[config.mk]
export PLATFORM = sky130hd
export DESIGN_NAME = pbmc_top
export DESIGN_NICKNAME = d
export VERILOG_FILES = /design/src/hdl/pbmc_pkg.sv /design/src/hdl/pbmc_top.sv /design/src/hdl/pbmc_sync.sv /design/src/hdl/pbmc_col_test.sv
export SDC_FILE = /design/constraint.sdc
export NUM_CORES = 1
export LEC_CHECK = 0
export ABC_AREA = 1
export BUFFER_PORTS_ARGS = -buffer_cell sky130_fd_sc_hd__buf_2
export CAP_MARGIN = 20
export CELL_PAD_IN_SITES_DETAIL_PLACEMENT = 2
export CELL_PAD_IN_SITES_GLOBAL_PLACEMENT = 2
export CORE_ASPECT_RATIO = 1.4
export CORE_UTILIZATION = 35
export DETAILED_ROUTE_END_ITERATION = 8
export GPL_TIMING_DRIVEN = 0
export PLACE_DENSITY = 0.79
export SETUP_SLACK_MARGIN = 0.2
export SYNTH_ARGS = -nofsm -noshare
export SYNTH_HDL_FRONTEND = slang
export SYNTH_SLANG_ARGS = --single-unit
[constraint.sdc]
create_clock -name core_clk -period 2 [get_ports core_clk]
set_input_delay 0.4 -clock core_clk [delete_from_list [all_inputs] [get_ports core_clk]]
set_output_delay 0.4 -clock core_clk [all_outputs]
set_load 0.005 [all_outputs]
[src/hdl/pbmc_pkg.sv]
// Constants, states and carrier types of the basic mode control block.
// Assumes one 125 MHz core clock and a synchronous, active high reset.
// How it works
// Auto-negotiation enable loads from strap at reset
// Fiber mode forces auto-negotiation enable to zero
// Auto-negotiation on: speed and duplex fields ignored
// Auto-negotiation off: fields set speed and duplex
// Speed field one is 100, zero 10
// Power down field powers port down, registers live
// Power down field ORed with power-down pin
// Low power-down pin sets power down field
// Isolate field detaches port from MII data
// Writing restart one restarts auto-negotiation
// Restart ignored while auto-negotiation disabled
// Restart reads one until started, then clears
// Writing restart zero leaves negotiation unaffected
// Duplex field one full, zero half duplex
// Collision test: COL within 512 bits of TX_EN
// Collision test: COL drops within 4 bits
// Low seven bits ignore writes, read zero
// Power down, isolate, restart, collision test reset zero
package pbmc_pkg;

    localparam int unsigned CORE_CLK_NS     = 8;
    localparam int unsigned BIT_NS_100      = 10;
    localparam int unsigned COL_ON_BITS     = 512;
    localparam int unsigned COL_OFF_BITS    = 4;
    localparam int unsigned COL_ON_MAX_CYC  = COL_ON_BITS * BIT_NS_100 / CORE_CLK_NS;
    localparam int unsigned COL_OFF_MAX_CYC = COL_OFF_BITS * BIT_NS_100 / CORE_CLK_NS;

    localparam logic [4:0]  REG_BMC_ADDR  = 5'h00;
    localparam int unsigned BIT_SPEED     = 13;
    localparam int unsigned BIT_AN_EN     = 12;
    localparam int unsigned BIT_PWR_DOWN  = 11;
    localparam int unsigned BIT_ISOLATE   = 10;
    localparam int unsigned BIT_RESTART   = 9;
    localparam int unsigned BIT_DUPLEX    = 8;
    localparam int unsigned BIT_COL_TEST  = 7;
    localparam logic [6:0]  RSVD_VALUE    = 7'h00;
    localparam logic        CTRL_RESET    = 1'b0;

    localparam logic [5:0]  PRE_MIN       = 6'h20;
    localparam logic [1:0]  OP_WRITE      = 2'h1;
    localparam logic [1:0]  OP_READ       = 2'h2;
    localparam logic [3:0]  OP_LAST_BIT   = 4'h1;
    localparam logic [3:0]  ADDR_LAST_BIT = 4'h9;
    localparam logic [3:0]  TA_LAST_BIT   = 4'h1;
    localparam logic [3:0]  DATA_LAST_BIT = 4'hf;

    typedef enum logic [5:0] {
        ST_PRE   = 6'h01,
        ST_START = 6'h02,
        ST_OP    = 6'h04,
        ST_ADDR  = 6'h08,
        ST_TA    = 6'h10,
        ST_DATA  = 6'h20
    } pbmc_state_t;

    typedef struct packed {
        logic an_enable;
        logic speed_100;
        logic full_duplex;
        logic power_down;
        logic isolate;
        logic restart_req;
    } pbmc_mode_t;

endpackage : pbmc_pkg

[src/hdl/pbmc_top.sv]
// Basic mode control register of one PHY port with its management slave.
// Assumes MDC, MDIO, straps and pins are asynchronous and MDC is well
// below a quarter of core_clk; the negotiation engine shares core_clk.
`timescale 1ns/1ps
module pbmc_top
    import pbmc_pkg::*;
(
    input  wire logic       core_clk,               // 125 MHz core clock
    input  wire logic       rst,                    // Synchronous reset, active high
    input  wire logic       mdc,                    // Management clock pin
    input  wire logic       mdio_i,                 // Management data in
    output logic            mdio_o,                 // Management data out
    output logic            mdio_oe,                // Management data drive enable
    input  wire logic [4:0] phy_addr_pin,           // Port address straps
    input  wire logic       an_enable_strap,        // Auto-negotiation enable strap
    input  wire logic       speed_strap,            // Speed strap
    input  wire logic       duplex_strap,           // Duplex strap
    input  wire logic       fiber_mode_enable,      // Fiber mode pin
    input  wire logic       power_down_input_pin_n, // Power-down pin, active low
    input  wire logic       tx_en,                  // MII transmit enable
    output logic            col,                    // MII collision
    input  wire logic       an_speed_100,           // Negotiated speed
    input  wire logic       an_full_duplex,         // Negotiated duplex
    input  wire logic       an_started,             // Negotiation restarted pulse
    output pbmc_mode_t      mode                    // Port operating mode
);

    logic [12:0] pins_s;
    logic        mdc_s;
    logic        mdio_s;
    logic [4:0]  phy_addr_s;
    logic        an_strap_s;
    logic        spd_strap_s;
    logic        dup_strap_s;
    logic        fiber_s;
    logic        pd_n_s;
    logic        tx_en_s;

    pbmc_sync #(.W(13)) u_sync (
        .core_clk (core_clk),
        .d        ({mdc, mdio_i, phy_addr_pin, an_enable_strap, speed_strap,
                    duplex_strap, fiber_mode_enable, power_down_input_pin_n, tx_en}),
        .q        (pins_s)
    );

    assign {mdc_s, mdio_s, phy_addr_s, an_strap_s, spd_strap_s,
            dup_strap_s, fiber_s, pd_n_s, tx_en_s} = pins_s;

    logic mdc_prev_q;
    logic mdc_rise;

    always_ff @(posedge core_clk) begin
        if (rst) begin
            mdc_prev_q <= 1'b0;
        end else begin
            mdc_prev_q <= mdc_s;
        end
    end

    assign mdc_rise = mdc_s & ~mdc_prev_q;

    // Management frame decoder
    pbmc_state_t state_q;
    logic [5:0]  pre_cnt_q;
    logic [3:0]  bit_cnt_q;
    logic [1:0]  op_q;
    logic [9:0]  addr_q;
    logic [15:0] shift_q;
    logic [15:0] wdata_q;
    logic        wr_q;
    logic        hit;
    logic [1:0]  op_next;

    assign hit     = (addr_q[9:5] == phy_addr_s) && (addr_q[4:0] == REG_BMC_ADDR);
    assign op_next = {op_q[0], mdio_s};

    always_ff @(posedge core_clk) begin
        if (rst) begin
            state_q   <= ST_PRE;
            pre_cnt_q <= 6'h00;
            bit_cnt_q <= 4'h0;
            op_q      <= 2'h0;
            addr_q    <= 10'h000;
            shift_q   <= 16'h0000;
            wdata_q   <= 16'h0000;
            wr_q      <= 1'b0;
        end else begin
            wr_q <= 1'b0;
            if (mdc_rise) begin
                unique case (state_q)
                    ST_PRE: begin
                        if (mdio_s) begin
                            if (pre_cnt_q != PRE_MIN) begin
                                pre_cnt_q <= pre_cnt_q + 6'h01;
                            end
                        end else begin
                            pre_cnt_q <= 6'h00;
                            if (pre_cnt_q == PRE_MIN) begin
                                state_q <= ST_START;
                            end
                        end
                    end
                    ST_START: begin
                        bit_cnt_q <= 4'h0;
                        state_q   <= mdio_s ? ST_OP : ST_PRE;
                    end
                    ST_OP: begin
                        op_q      <= op_next;
                        bit_cnt_q <= bit_cnt_q + 4'h1;
                        if (bit_cnt_q == OP_LAST_BIT) begin
                            bit_cnt_q <= 4'h0;
                            state_q   <= (op_next == OP_WRITE || op_next == OP_READ)
                                         ? ST_ADDR : ST_PRE;
                        end
                    end
                    ST_ADDR: begin
                        addr_q    <= {addr_q[8:0], mdio_s};
                        bit_cnt_q <= bit_cnt_q + 4'h1;
                        if (bit_cnt_q == ADDR_LAST_BIT) begin
                            bit_cnt_q <= 4'h0;
                            state_q   <= ST_TA;
                        end
                    end
                    ST_TA: begin
                        bit_cnt_q <= bit_cnt_q + 4'h1;
                        if (bit_cnt_q == TA_LAST_BIT) begin
                            bit_cnt_q <= 4'h0;
                            state_q   <= ST_DATA;
                        end
                    end
                    ST_DATA: begin
                        shift_q   <= {shift_q[14:0], mdio_s};
                        bit_cnt_q <= bit_cnt_q + 4'h1;
                        if (bit_cnt_q == DATA_LAST_BIT) begin
                            bit_cnt_q <= 4'h0;
                            state_q   <= ST_PRE;
                            wdata_q   <= {shift_q[14:0], mdio_s};
                            wr_q      <= (op_q == OP_WRITE) && hit;
                        end
                    end
                endcase
            end
        end
    end

    // Control fields
    logic load_pend_q;
    logic an_en_q;
    logic speed_q;
    logic duplex_q;
    logic pd_q;
    logic iso_q;
    logic restart_q;
    logic coltest_q;
    logic restart_set;
    logic [15:0] rd_word;

    // Straps are caught one edge after release, once the synchroniser is full
    always_ff @(posedge core_clk) begin
        if (rst) begin
            load_pend_q <= 1'b1;
            an_en_q     <= CTRL_RESET;
            speed_q     <= CTRL_RESET;
            duplex_q    <= CTRL_RESET;
        end else begin
            load_pend_q <= 1'b0;
            if (load_pend_q) begin
                an_en_q  <= an_strap_s;
                speed_q  <= spd_strap_s;
                duplex_q <= dup_strap_s;
            end else if (wr_q) begin
                an_en_q  <= wdata_q[BIT_AN_EN];
                speed_q  <= wdata_q[BIT_SPEED];
                duplex_q <= wdata_q[BIT_DUPLEX];
            end
            if (fiber_s) begin
                an_en_q <= 1'b0;
            end
        end
    end

    // Pin assertion wins over a write of zero in the same cycle
    always_ff @(posedge core_clk) begin
        if (rst) begin
            pd_q      <= CTRL_RESET;
            iso_q     <= CTRL_RESET;
            coltest_q <= CTRL_RESET;
        end else begin
            pd_q <= ~pd_n_s | (wr_q ? wdata_q[BIT_PWR_DOWN] : pd_q);
            if (wr_q) begin
                iso_q     <= wdata_q[BIT_ISOLATE];
                coltest_q <= wdata_q[BIT_COL_TEST];
            end
        end
    end

    // Written enable counts, so one write may enable and restart together
    assign restart_set = wr_q & wdata_q[BIT_RESTART] & wdata_q[BIT_AN_EN] & ~fiber_s;

    always_ff @(posedge core_clk) begin
        if (rst) begin
            restart_q <= CTRL_RESET;
        end else begin
            // Writing restart zero never clears a pending request; writing enable zero does
            restart_q <= restart_set | (restart_q & ~an_started & an_en_q);
        end
    end

    always_ff @(posedge core_clk) begin
        if (rst) begin
            mode <= '0;
        end else begin
            mode.an_enable   <= an_en_q;
            mode.speed_100   <= an_en_q ? an_speed_100 : speed_q;
            mode.full_duplex <= an_en_q ? an_full_duplex : duplex_q;
            mode.power_down  <= pd_q | ~pd_n_s;
            mode.isolate     <= iso_q;
            mode.restart_req <= restart_q;
        end
    end

    // Software reset and loopback are not held here and read as zero
    assign rd_word = hit ? {2'h0, speed_q, an_en_q, pd_q, iso_q, restart_q,
                            duplex_q, coltest_q, RSVD_VALUE} : 16'h0000;

    // Read data: drive turnaround zero, then sixteen bits, then release
    logic [15:0] rd_q;

    always_ff @(posedge core_clk) begin
        if (rst) begin
            mdio_o  <= 1'b0;
            mdio_oe <= 1'b0;
            rd_q    <= 16'h0000;
        end else if (mdc_rise) begin
            if (state_q == ST_TA && op_q == OP_READ && (addr_q[9:5] == phy_addr_s)) begin
                mdio_oe <= 1'b1;
                if (bit_cnt_q == 4'h0) begin
                    mdio_o <= 1'b0;
                end else begin
                    mdio_o <= rd_word[15];
                    rd_q   <= {rd_word[14:0], 1'b0};
                end
            end else if (state_q == ST_DATA && mdio_oe) begin
                if (bit_cnt_q == DATA_LAST_BIT) begin
                    mdio_oe <= 1'b0;
                    mdio_o  <= 1'b0;
                end else begin
                    mdio_o <= rd_q[15];
                    rd_q   <= {rd_q[14:0], 1'b0};
                end
            end else begin
                mdio_oe <= 1'b0;
            end
        end
    end

    pbmc_col_test u_col (
        .core_clk (core_clk),
        .rst      (rst),
        .test_en  (coltest_q),
        .tx_en_s  (tx_en_s),
        .col      (col)
    );
endmodule : pbmc_top

[src/hdl/pbmc_sync.sv]
// Two-flop synchroniser for a vector of unrelated pin levels.
// Assumes each bit is a slow level; bits are not coherent with each other.
`timescale 1ns/1ps
module pbmc_sync #(
    parameter int W = 13
) (
    input  wire logic         core_clk, // Core clock
    input  wire logic [W-1:0] d,        // Asynchronous pin levels
    output logic      [W-1:0] q         // Synchronised levels
);
    import pbmc_pkg::*;

    logic [W-1:0] meta_q;

    // No reset: the reset is held long enough to flush both stages
    always_ff @(posedge core_clk) begin
        meta_q <= d;
        q      <= meta_q;
    end

endmodule : pbmc_sync

[src/hdl/pbmc_col_test.sv]
// Collision test generator: echoes transmit enable onto COL.
// Assumes tx_en_s is already synchronised to core_clk.
`timescale 1ns/1ps
module pbmc_col_test (
    input  wire logic core_clk, // Core clock
    input  wire logic rst,      // Synchronous reset
    input  wire logic test_en,  // Collision test field
    input  wire logic tx_en_s,  // Synchronised transmit enable
    output logic      col       // Collision indication
);
    import pbmc_pkg::*;

    always_ff @(posedge core_clk) begin
        if (rst) begin
            col <= 1'b0;
        end else begin
            col <= test_en & tx_en_s;
        end
    end
endmodule : pbmc_col_test

## Word level (Yosys, flattened, before mapping)

Cells that the tools add are included.

| cells by class | value |
|---|---|
| $add $sub $neg | 2 |
| equality and inequality tests | 26 |
| mux-type cells | 36 |
| bitwise operators | 17 |
| reduce and logical (&&, ||, !) cells | 24 |

Operators by type and width:

| kind | number |
|---|---|
| 16-bit two-way mux | 4 |
| 6-bit two-way mux | 8 |
| 6-bit case mux with 6 select lines | 1 |
| 1-bit two-way mux | 16 |
| 4-bit two-way mux | 4 |
| 2-bit != test, second input constant | 8 |
| 4-bit case mux with 4 select lines | 1 |
| 14-bit two-way mux | 1 |
| 6-bit == test, second input constant | 2 |
| 2-bit AND reduction | 6 |
| 4-bit == test, second input constant | 2 |
| 1-bit AND | 7 |
| 1-bit NOT | 7 |
| 7-bit AND reduction | 1 |
| 6-bit by 1-bit adder with 6-bit output, second input constant | 1 |
| 6-bit by 1-bit == test with 1-bit output, second input constant | 1 |
| 6-bit by 2-bit == test with 1-bit output, second input constant | 1 |
| 6-bit by 3-bit == test with 1-bit output, second input constant | 1 |
| 6-bit by 4-bit == test with 1-bit output, second input constant | 1 |
| 6-bit by 5-bit == test with 1-bit output, second input constant | 1 |
| 6-bit != test, second input constant | 1 |
| 3-bit AND reduction | 2 |
| 5-bit == test | 1 |
| 1-bit logical AND | 5 |
| other kinds (16) | 22 |

| word-level totals | value |
|---|---|
| register bits after elaboration | 116 |
| output and inout bits | 9 |
| word-level logic and storage cells | 134 |

## Longest topological paths before layout

| depth | value |
|---|---|
| word-level depth | 5 |
| mapped depth | 13 |
| mapped depth without buffers | 12 |

## Hierarchy

From an unflattened synthesis, not the netlist that was laid out.

| unflattened totals | value |
|---|---|
| cell total of the unflattened synthesis | 501 |
| area, all modules | 4005.1 um^2 |

Modules (own cells, without submodules):

| module | instances | cells each | area an instance (um^2) |
|---|---|---|---|
| pbmc_top | 1 | 472 | 3454.6 |
| pbmc_sync | 1 | 26 | 520.5 |
| pbmc_col_test | 1 | 3 | 30.0 |

## Least setup slack after synthesis

OpenSTA, ideal clock, no wires.

| timing path | value |
|---|---|
| path type | register -> register |
| from | register bit_cnt_q[0] |
| to | register state_q[2] |
| setup time | 0.113 ns |
| data arrival time | 1.381 ns |
| path slack | 0.506 ns |
| stages on the path, launching flop included | 11 |
| path buffers | 0 |
| cell sequence | dfxtp_1 ha_1 nand2_1 nor2_2 nor2_1 nor2_1 nand2_1 nor2_4 nand2_1 nand2_1 nor2_1 |

| between the ends | value |
|---|---|
| word-level cells in the longest chain between the ends | 3 |
| elaborated cells between the ends (all ways) | 8 |

RTL lines:

| element | RTL line | RTL |
|---|---|---|
| start, declared | pbmc_top.sv:65 | `logic [3:0] bit_cnt_q;` |
| start signal, assigned | pbmc_top.sv:109 | `bit_cnt_q <= bit_cnt_q + 4'h1;` |
| start signal, assigned | pbmc_top.sv:118 | `bit_cnt_q <= bit_cnt_q + 4'h1;` |
| start signal, assigned | pbmc_top.sv:125 | `bit_cnt_q <= bit_cnt_q + 4'h1;` |
| 4-bit == test (tied with other cells) | pbmc_top.sv:134 | `if (bit_cnt_q == DATA_LAST_BIT) begin` |
| 2-bit by 1-bit != test with 1-bit output (no line) or 2-bit != test (tied branches) | -- |  |
| 7-bit AND reduction (no line) (*) | -- |  |
| end signal, assigned | pbmc_top.sv:105 | `state_q <= mdio_s ? ST_OP : ST_PRE;` |
| end signal, assigned | pbmc_top.sv:112 | `state_q <= (op_next == OP_WRITE \|\| op_next == OP_READ)` |
| end, declared | pbmc_top.sv:63 | `pbmc_state_t state_q;` |

Every way passes the cells marked *; elsewhere a longest branch is shown, timed or not.
A chain may end at the register's enable or synchronous reset.

## Final worst setup path

| timing path | value |
|---|---|
| from | register state_q[3] |
| to | register wdata_q[9] |

| between the ends | value |
|---|---|
| word-level cells in the longest chain between the ends | 2 |

RTL lines:

| element | RTL line | RTL |
|---|---|---|
| 6-bit == test | pbmc_top.sv:90 | `unique case (state_q)` |
| 3-bit AND reduction (no line) | -- |  |
| end signal, assigned | pbmc_top.sv:137 | `wdata_q <= {shift_q[14:0], mdio_s};` |
| end, declared | pbmc_top.sv:69 | `logic [15:0] wdata_q;` |

No other way between the ends.

==> out/qor.log <==
INFO  clock_network  cts_inserted_buffers=9
INFO  logic_synthesis synth_adder_area_share=0.01612
INFO  placed_design  portBuffers=26
INFO  power          power.switching=1.424mW
INFO  placed_design  place.detailed.hpwl=7.569mm
INFO  global_route   gr-usage-all-layers=0.1949
INFO  die            die_h=126.6um
INFO  critical_path  critPathMaxStageDelay=0.34ns
INFO  power          total_power=4.708mW
INFO  timing         achievable-frequency=0.5614GHz
INFO  timing         timing.final.hold_violations=0
INFO  logic_synthesis post_synth_inst_count=483
INFO  global_route   initial_antenna_violation_count=0
INFO  critical_path  cp_cell_sequence=nor2_4 > nand4_4 > nor2_8 > inv_4 > nor2_4 > clkinvlp_4 > buf_4 > a21oi_1
INFO  logic_synthesis dominant_combinational_cell_family_by_area_after_synthesis=simple AND/OR/NAND/NOR gates
INFO  die            placeable_core_region=10810um^2
INFO  placed_design  globalplace.congestion=0.7450
INFO  run            timing.max_cap.violations=0
INFO  clock_network  clock_tree.htree_level_count=3
INFO  critical_path  worstPathRequired=2.29ns
INFO  timing         period_needed=1.781ns
INFO  timing         final_max_slew_viol_count=0
INFO  critical_path  worst_setup_path_start_kind=flip-flop
INFO  global_route   largest_net_degree_at_the_start_of_global_routing=20
INFO  die            die-area=11520um^2
INFO  clock_network  cts_sinks=101
INFO  logic_synthesis synth_compound_gate_area_share=0.1219
INFO  clock_network  cts_root_buf=sky130_fd_sc_hd__clkbuf_16
INFO  power          pwr_density_cell=1007nW/um^2
INFO  logic_synthesis yosys.area.top_type=sky130_fd_sc_hd__dfxtp_1
INFO  logic_synthesis synthMuxAreaShare=0
INFO  logic_synthesis synth_area=3881um^2
INFO  logic_synthesis synthesis.nets=506
INFO  clock_network  cts_max_path_bufs=2
INFO  route          via_total_after_detailed_routing=3347
INFO  finish         multi_input_area=1652um^2
INFO  logic_synthesis yosysWarnings=0
INFO  logic_synthesis netlist-cell-type-count=37
INFO  timing         fin_hold_ws=0.1424ns
INFO  finish         fillers=1244
INFO  timing         max_slew.worst_pin.slew=0.6440ns
INFO  die            start_util=0.3590
INFO  finish         area_delta_synth_final=20.47%
INFO  timing         grt_setup_unrepaired=yes
INFO  power          ir_worst_vdd=0.5789mV
INFO  critical_path  worst_setup_path_end_kind=flip-flop
INFO  hold_path      min_path_type=input pin to flip-flop
INFO  route          antenna_left=0
INFO  logic_synthesis mean_syn_cell_area=8.036um^2
INFO  power          clock_network_fraction_of_design_power=0.363
INFO  critical_path  arrival=2.07ns
INFO  clock_network  cts_tree=done
INFO  route          1st_iter_drt_viols=124
INFO  finish         fin_nets=560
INFO  power          internal-power=3.285mW
INFO  clock_network  clkSlewWorstSetupHoldPaths=0.08ns
INFO  timing         slew-limit-headroom=0.5707
INFO  power          switching_share=0.3024
INFO  finish         antennaDiodeCount=0
INFO  critical_path  crit_fanout=8
INFO  timing         final_min_period_over_clock_period=0.8906
INFO  route          drt_drc_violations_left=0
INFO  route          via_per_inst=4.900
INFO  clock_network  clk_latency=0.35ns
INFO  route          wire_per_inst=16.11um
INFO  critical_path  critical-path-slowest-cell=sky130_fd_sc_hd__dfxtp_2
INFO  power          p_leak=2.058nW
INFO  finish         drive_gt1_frac=0.1937
INFO  die            standard_cell_row_count=45
INFO  critical_path  timing_worst_setup_path_type=flip-flop to flip-flop
INFO  logic_synthesis synth-simple-area-share=0.2531
INFO  power          power.share.combinational=0.161
INFO  route          drt_pass1_iterations=4
INFO  timing         setup_viol_count_final=0
INFO  logic_synthesis yosys.area_share.xor_xnor=0.02031
INFO  route          postRouteWirelength=11.01mm
INFO  timing         worst_slack=0.2189ns
INFO  logic_synthesis synth_seq_cells=101
INFO  power          share_seq_of_total_power=0.477
INFO  finish         regArea=2033um^2
INFO  global_route   global_route_wire_length_before_repair=17.48mm
INFO  critical_path  critical-path-top-cell-by-count=sky130_fd_sc_hd__nor2_4
INFO  logic_synthesis synth.area.top_cells=sky130_fd_sc_hd__dfxtp_1 (52%), sky130_fd_sc_hd__nand2_1 (8.1%), sky130_fd_sc_hd__nor2_1 (7.6%)
INFO  die            pin_count=27
INFO  logic_synthesis synth_top_area_frac=0.5210
INFO  logic_synthesis yosysSeqAreaShare=0.5210
INFO  timing         tns_setup=0ns
INFO  global_route   gr-total-overflow=0
INFO  placed_design  dp_worst_setup_slack=0.06467ns
INFO  status         outcome=finished, final reports clean
INFO  timing         finalClockSkew=0.01014ns
INFO  global_route   number_of_global_route_vias_before_repair=3591
INFO  die            die_w=91um
[path summary, 6_finish.rpt]
check / cells past startpoint / endpoint / startpoint / slack [ns]
max: 8 / wdata_q[9] / state_q[3] / 0.22
min: 1 / u_sync.meta_q[3] / duplex_strap / 0.14
max reg2reg: 8 / wdata_q[9] / state_q[3] / 0.22
min reg2reg: 0 / u_sync.q[7] / u_sync.meta_q[7] / 0.33
[kinds of logic after synthesis]
group	after synthesis
AOI/OAI and AO/OA	88
adders and majority gates	5
xor gates and xnor gates	9
and+or+nand+nor	213
DFF	101
buffers and inverters	67
[flip-flops by register name, indices dropped and copies added (netlist names), 2 cells and up]
name           cells
state_q            6
rd_q               8
mode               6
wdata_q            7
op_q               2
addr_q            10
pre_cnt_q          6
shift_q           13
u_sync.meta_q     13
u_sync.q          13
bit_cnt_q          4
[Yosys cell counts]
| library cell | instances |
|---|---|
| sky130_fd_sc_hd__a211oi_1 | 4 |
| sky130_fd_sc_hd__nand2_4 | 3 |
| sky130_fd_sc_hd__o21ai_0 | 42 |
| sky130_fd_sc_hd__a221oi_1 | 1 |
| sky130_fd_sc_hd__inv_1 | 51 |
| sky130_fd_sc_hd__or2_2 | 1 |
| sky130_fd_sc_hd__ha_1 | 5 |
| sky130_fd_sc_hd__nand3_1 | 16 |
| sky130_fd_sc_hd__a31oi_1 | 2 |
| sky130_fd_sc_hd__xnor2_1 | 4 |
| sky130_fd_sc_hd__nand3b_1 | 1 |
| sky130_fd_sc_hd__o21ai_2 | 1 |
| sky130_fd_sc_hd__nand4_4 | 1 |
| sky130_fd_sc_hd__nor2_2 | 2 |
| sky130_fd_sc_hd__buf_6 | 1 |
| sky130_fd_sc_hd__nand2_2 | 3 |
| sky130_fd_sc_hd__or3_1 | 1 |
| sky130_fd_sc_hd__nor2_1 | 79 |
| sky130_fd_sc_hd__inv_2 | 4 |
| sky130_fd_sc_hd__and3_1 | 1 |
| sky130_fd_sc_hd__nor3b_1 | 1 |
| sky130_fd_sc_hd__o211ai_1 | 1 |
| sky130_fd_sc_hd__a21oi_1 | 34 |
| sky130_fd_sc_hd__o221ai_1 | 1 |
| sky130_fd_sc_hd__nand4_1 | 5 |
| sky130_fd_sc_hd__nor3_1 | 5 |
| sky130_fd_sc_hd__nand3_2 | 2 |
| sky130_fd_sc_hd__xor2_1 | 5 |
| sky130_fd_sc_hd__o21bai_1 | 1 |
| sky130_fd_sc_hd__buf_2 | 3 |
| sky130_fd_sc_hd__nor2_8 | 1 |
| sky130_fd_sc_hd__nor2_4 | 6 |
| sky130_fd_sc_hd__o41ai_1 | 1 |
| sky130_fd_sc_hd__nor4_1 | 1 |
| sky130_fd_sc_hd__nand2_1 | 84 |
| sky130_fd_sc_hd__dfxtp_1 | 101 |
| sky130_fd_sc_hd__clkbuf_1 | 8 |
[stage by stage]
stage	instances	cell area, um^2	utilization
4_1_cts	668	4504	0.4167
2_1_floorplan	483	3881	-
3_5_place_dp	650	4188	0.3874
3_3_place_gp	650	4188	0.3874
6_report	683	4676	0.4325
5_1_grt	683	4676	0.4325
[power by group through the flow]
stage	sequential (mW)	clock (mW)	combinational [mW]
after floorplan	2.25	0	0.436
after global placement	2.27	0	0.571
after detailed placement	2.28	0	0.608
after CTS	2.23	1.76	0.638
after global routing	2.26	1.84	0.845
final	2.24	1.71	0.757
[per-layer routing]
metal / track usage / up-vias / wire length [um]
met2: 0.3779 / 32 / 6131
met3: 0.02518 / 17 / 190
met4: 0.08403 / 0 / 198
met5: 0 / - / 0
met1: 0.2083 / 1641 / 4486
li1: - / 1657 / -
[area by class of cell]
cell class,instances,share of cell area
Sequential cell,101,0.4348
Multi-Input combinational cell,316,0.3532
Timing Repair Buffer,42,0.05432
Clock buffer,9,0.04817
Inverter,55,0.04549
Tap cell,141,0.03773
Clock inverter,7,0.01418
Buffer,12,0.01204
[timing repair]
action / CTS / global route
gates resized for setup: 5 / 25
hold buffers: 0 / 0
pin swaps: 2 / 11
setup endpoints to repair: 15 / 24
setup buffers: 1 / 15
cloned: 1 / 0
hold endpoints to repair: 0 / 0
[cell usage in the layout, fill, tap and decap left out, types with 6 or more instances in the layout]
master and count:
sky130_fd_sc_hd__clkbuf_16 9, sky130_fd_sc_hd__dfxtp_2 6, sky130_fd_sc_hd__nand3_1 16, sky130_fd_sc_hd__buf_2 29, sky130_fd_sc_hd__a21oi_1 34, sky130_fd_sc_hd__clkbuf_1 8, sky130_fd_sc_hd__nor2_1 75, sky130_fd_sc_hd__buf_4 15
sky130_fd_sc_hd__nand2_1 82, sky130_fd_sc_hd__nor2_4 8, sky130_fd_sc_hd__o21ai_0 38, sky130_fd_sc_hd__dfxtp_1 94, sky130_fd_sc_hd__inv_1 48
[critical path: cells and delay by family, from the launching register on]
family	cells	cell delay [ns]
simple gates	4	0.78
buf+inv	3	0.47
flops	1	0.34
compound gates	1	0.13
Note: power is estimated with default switching activity, not from simulation.
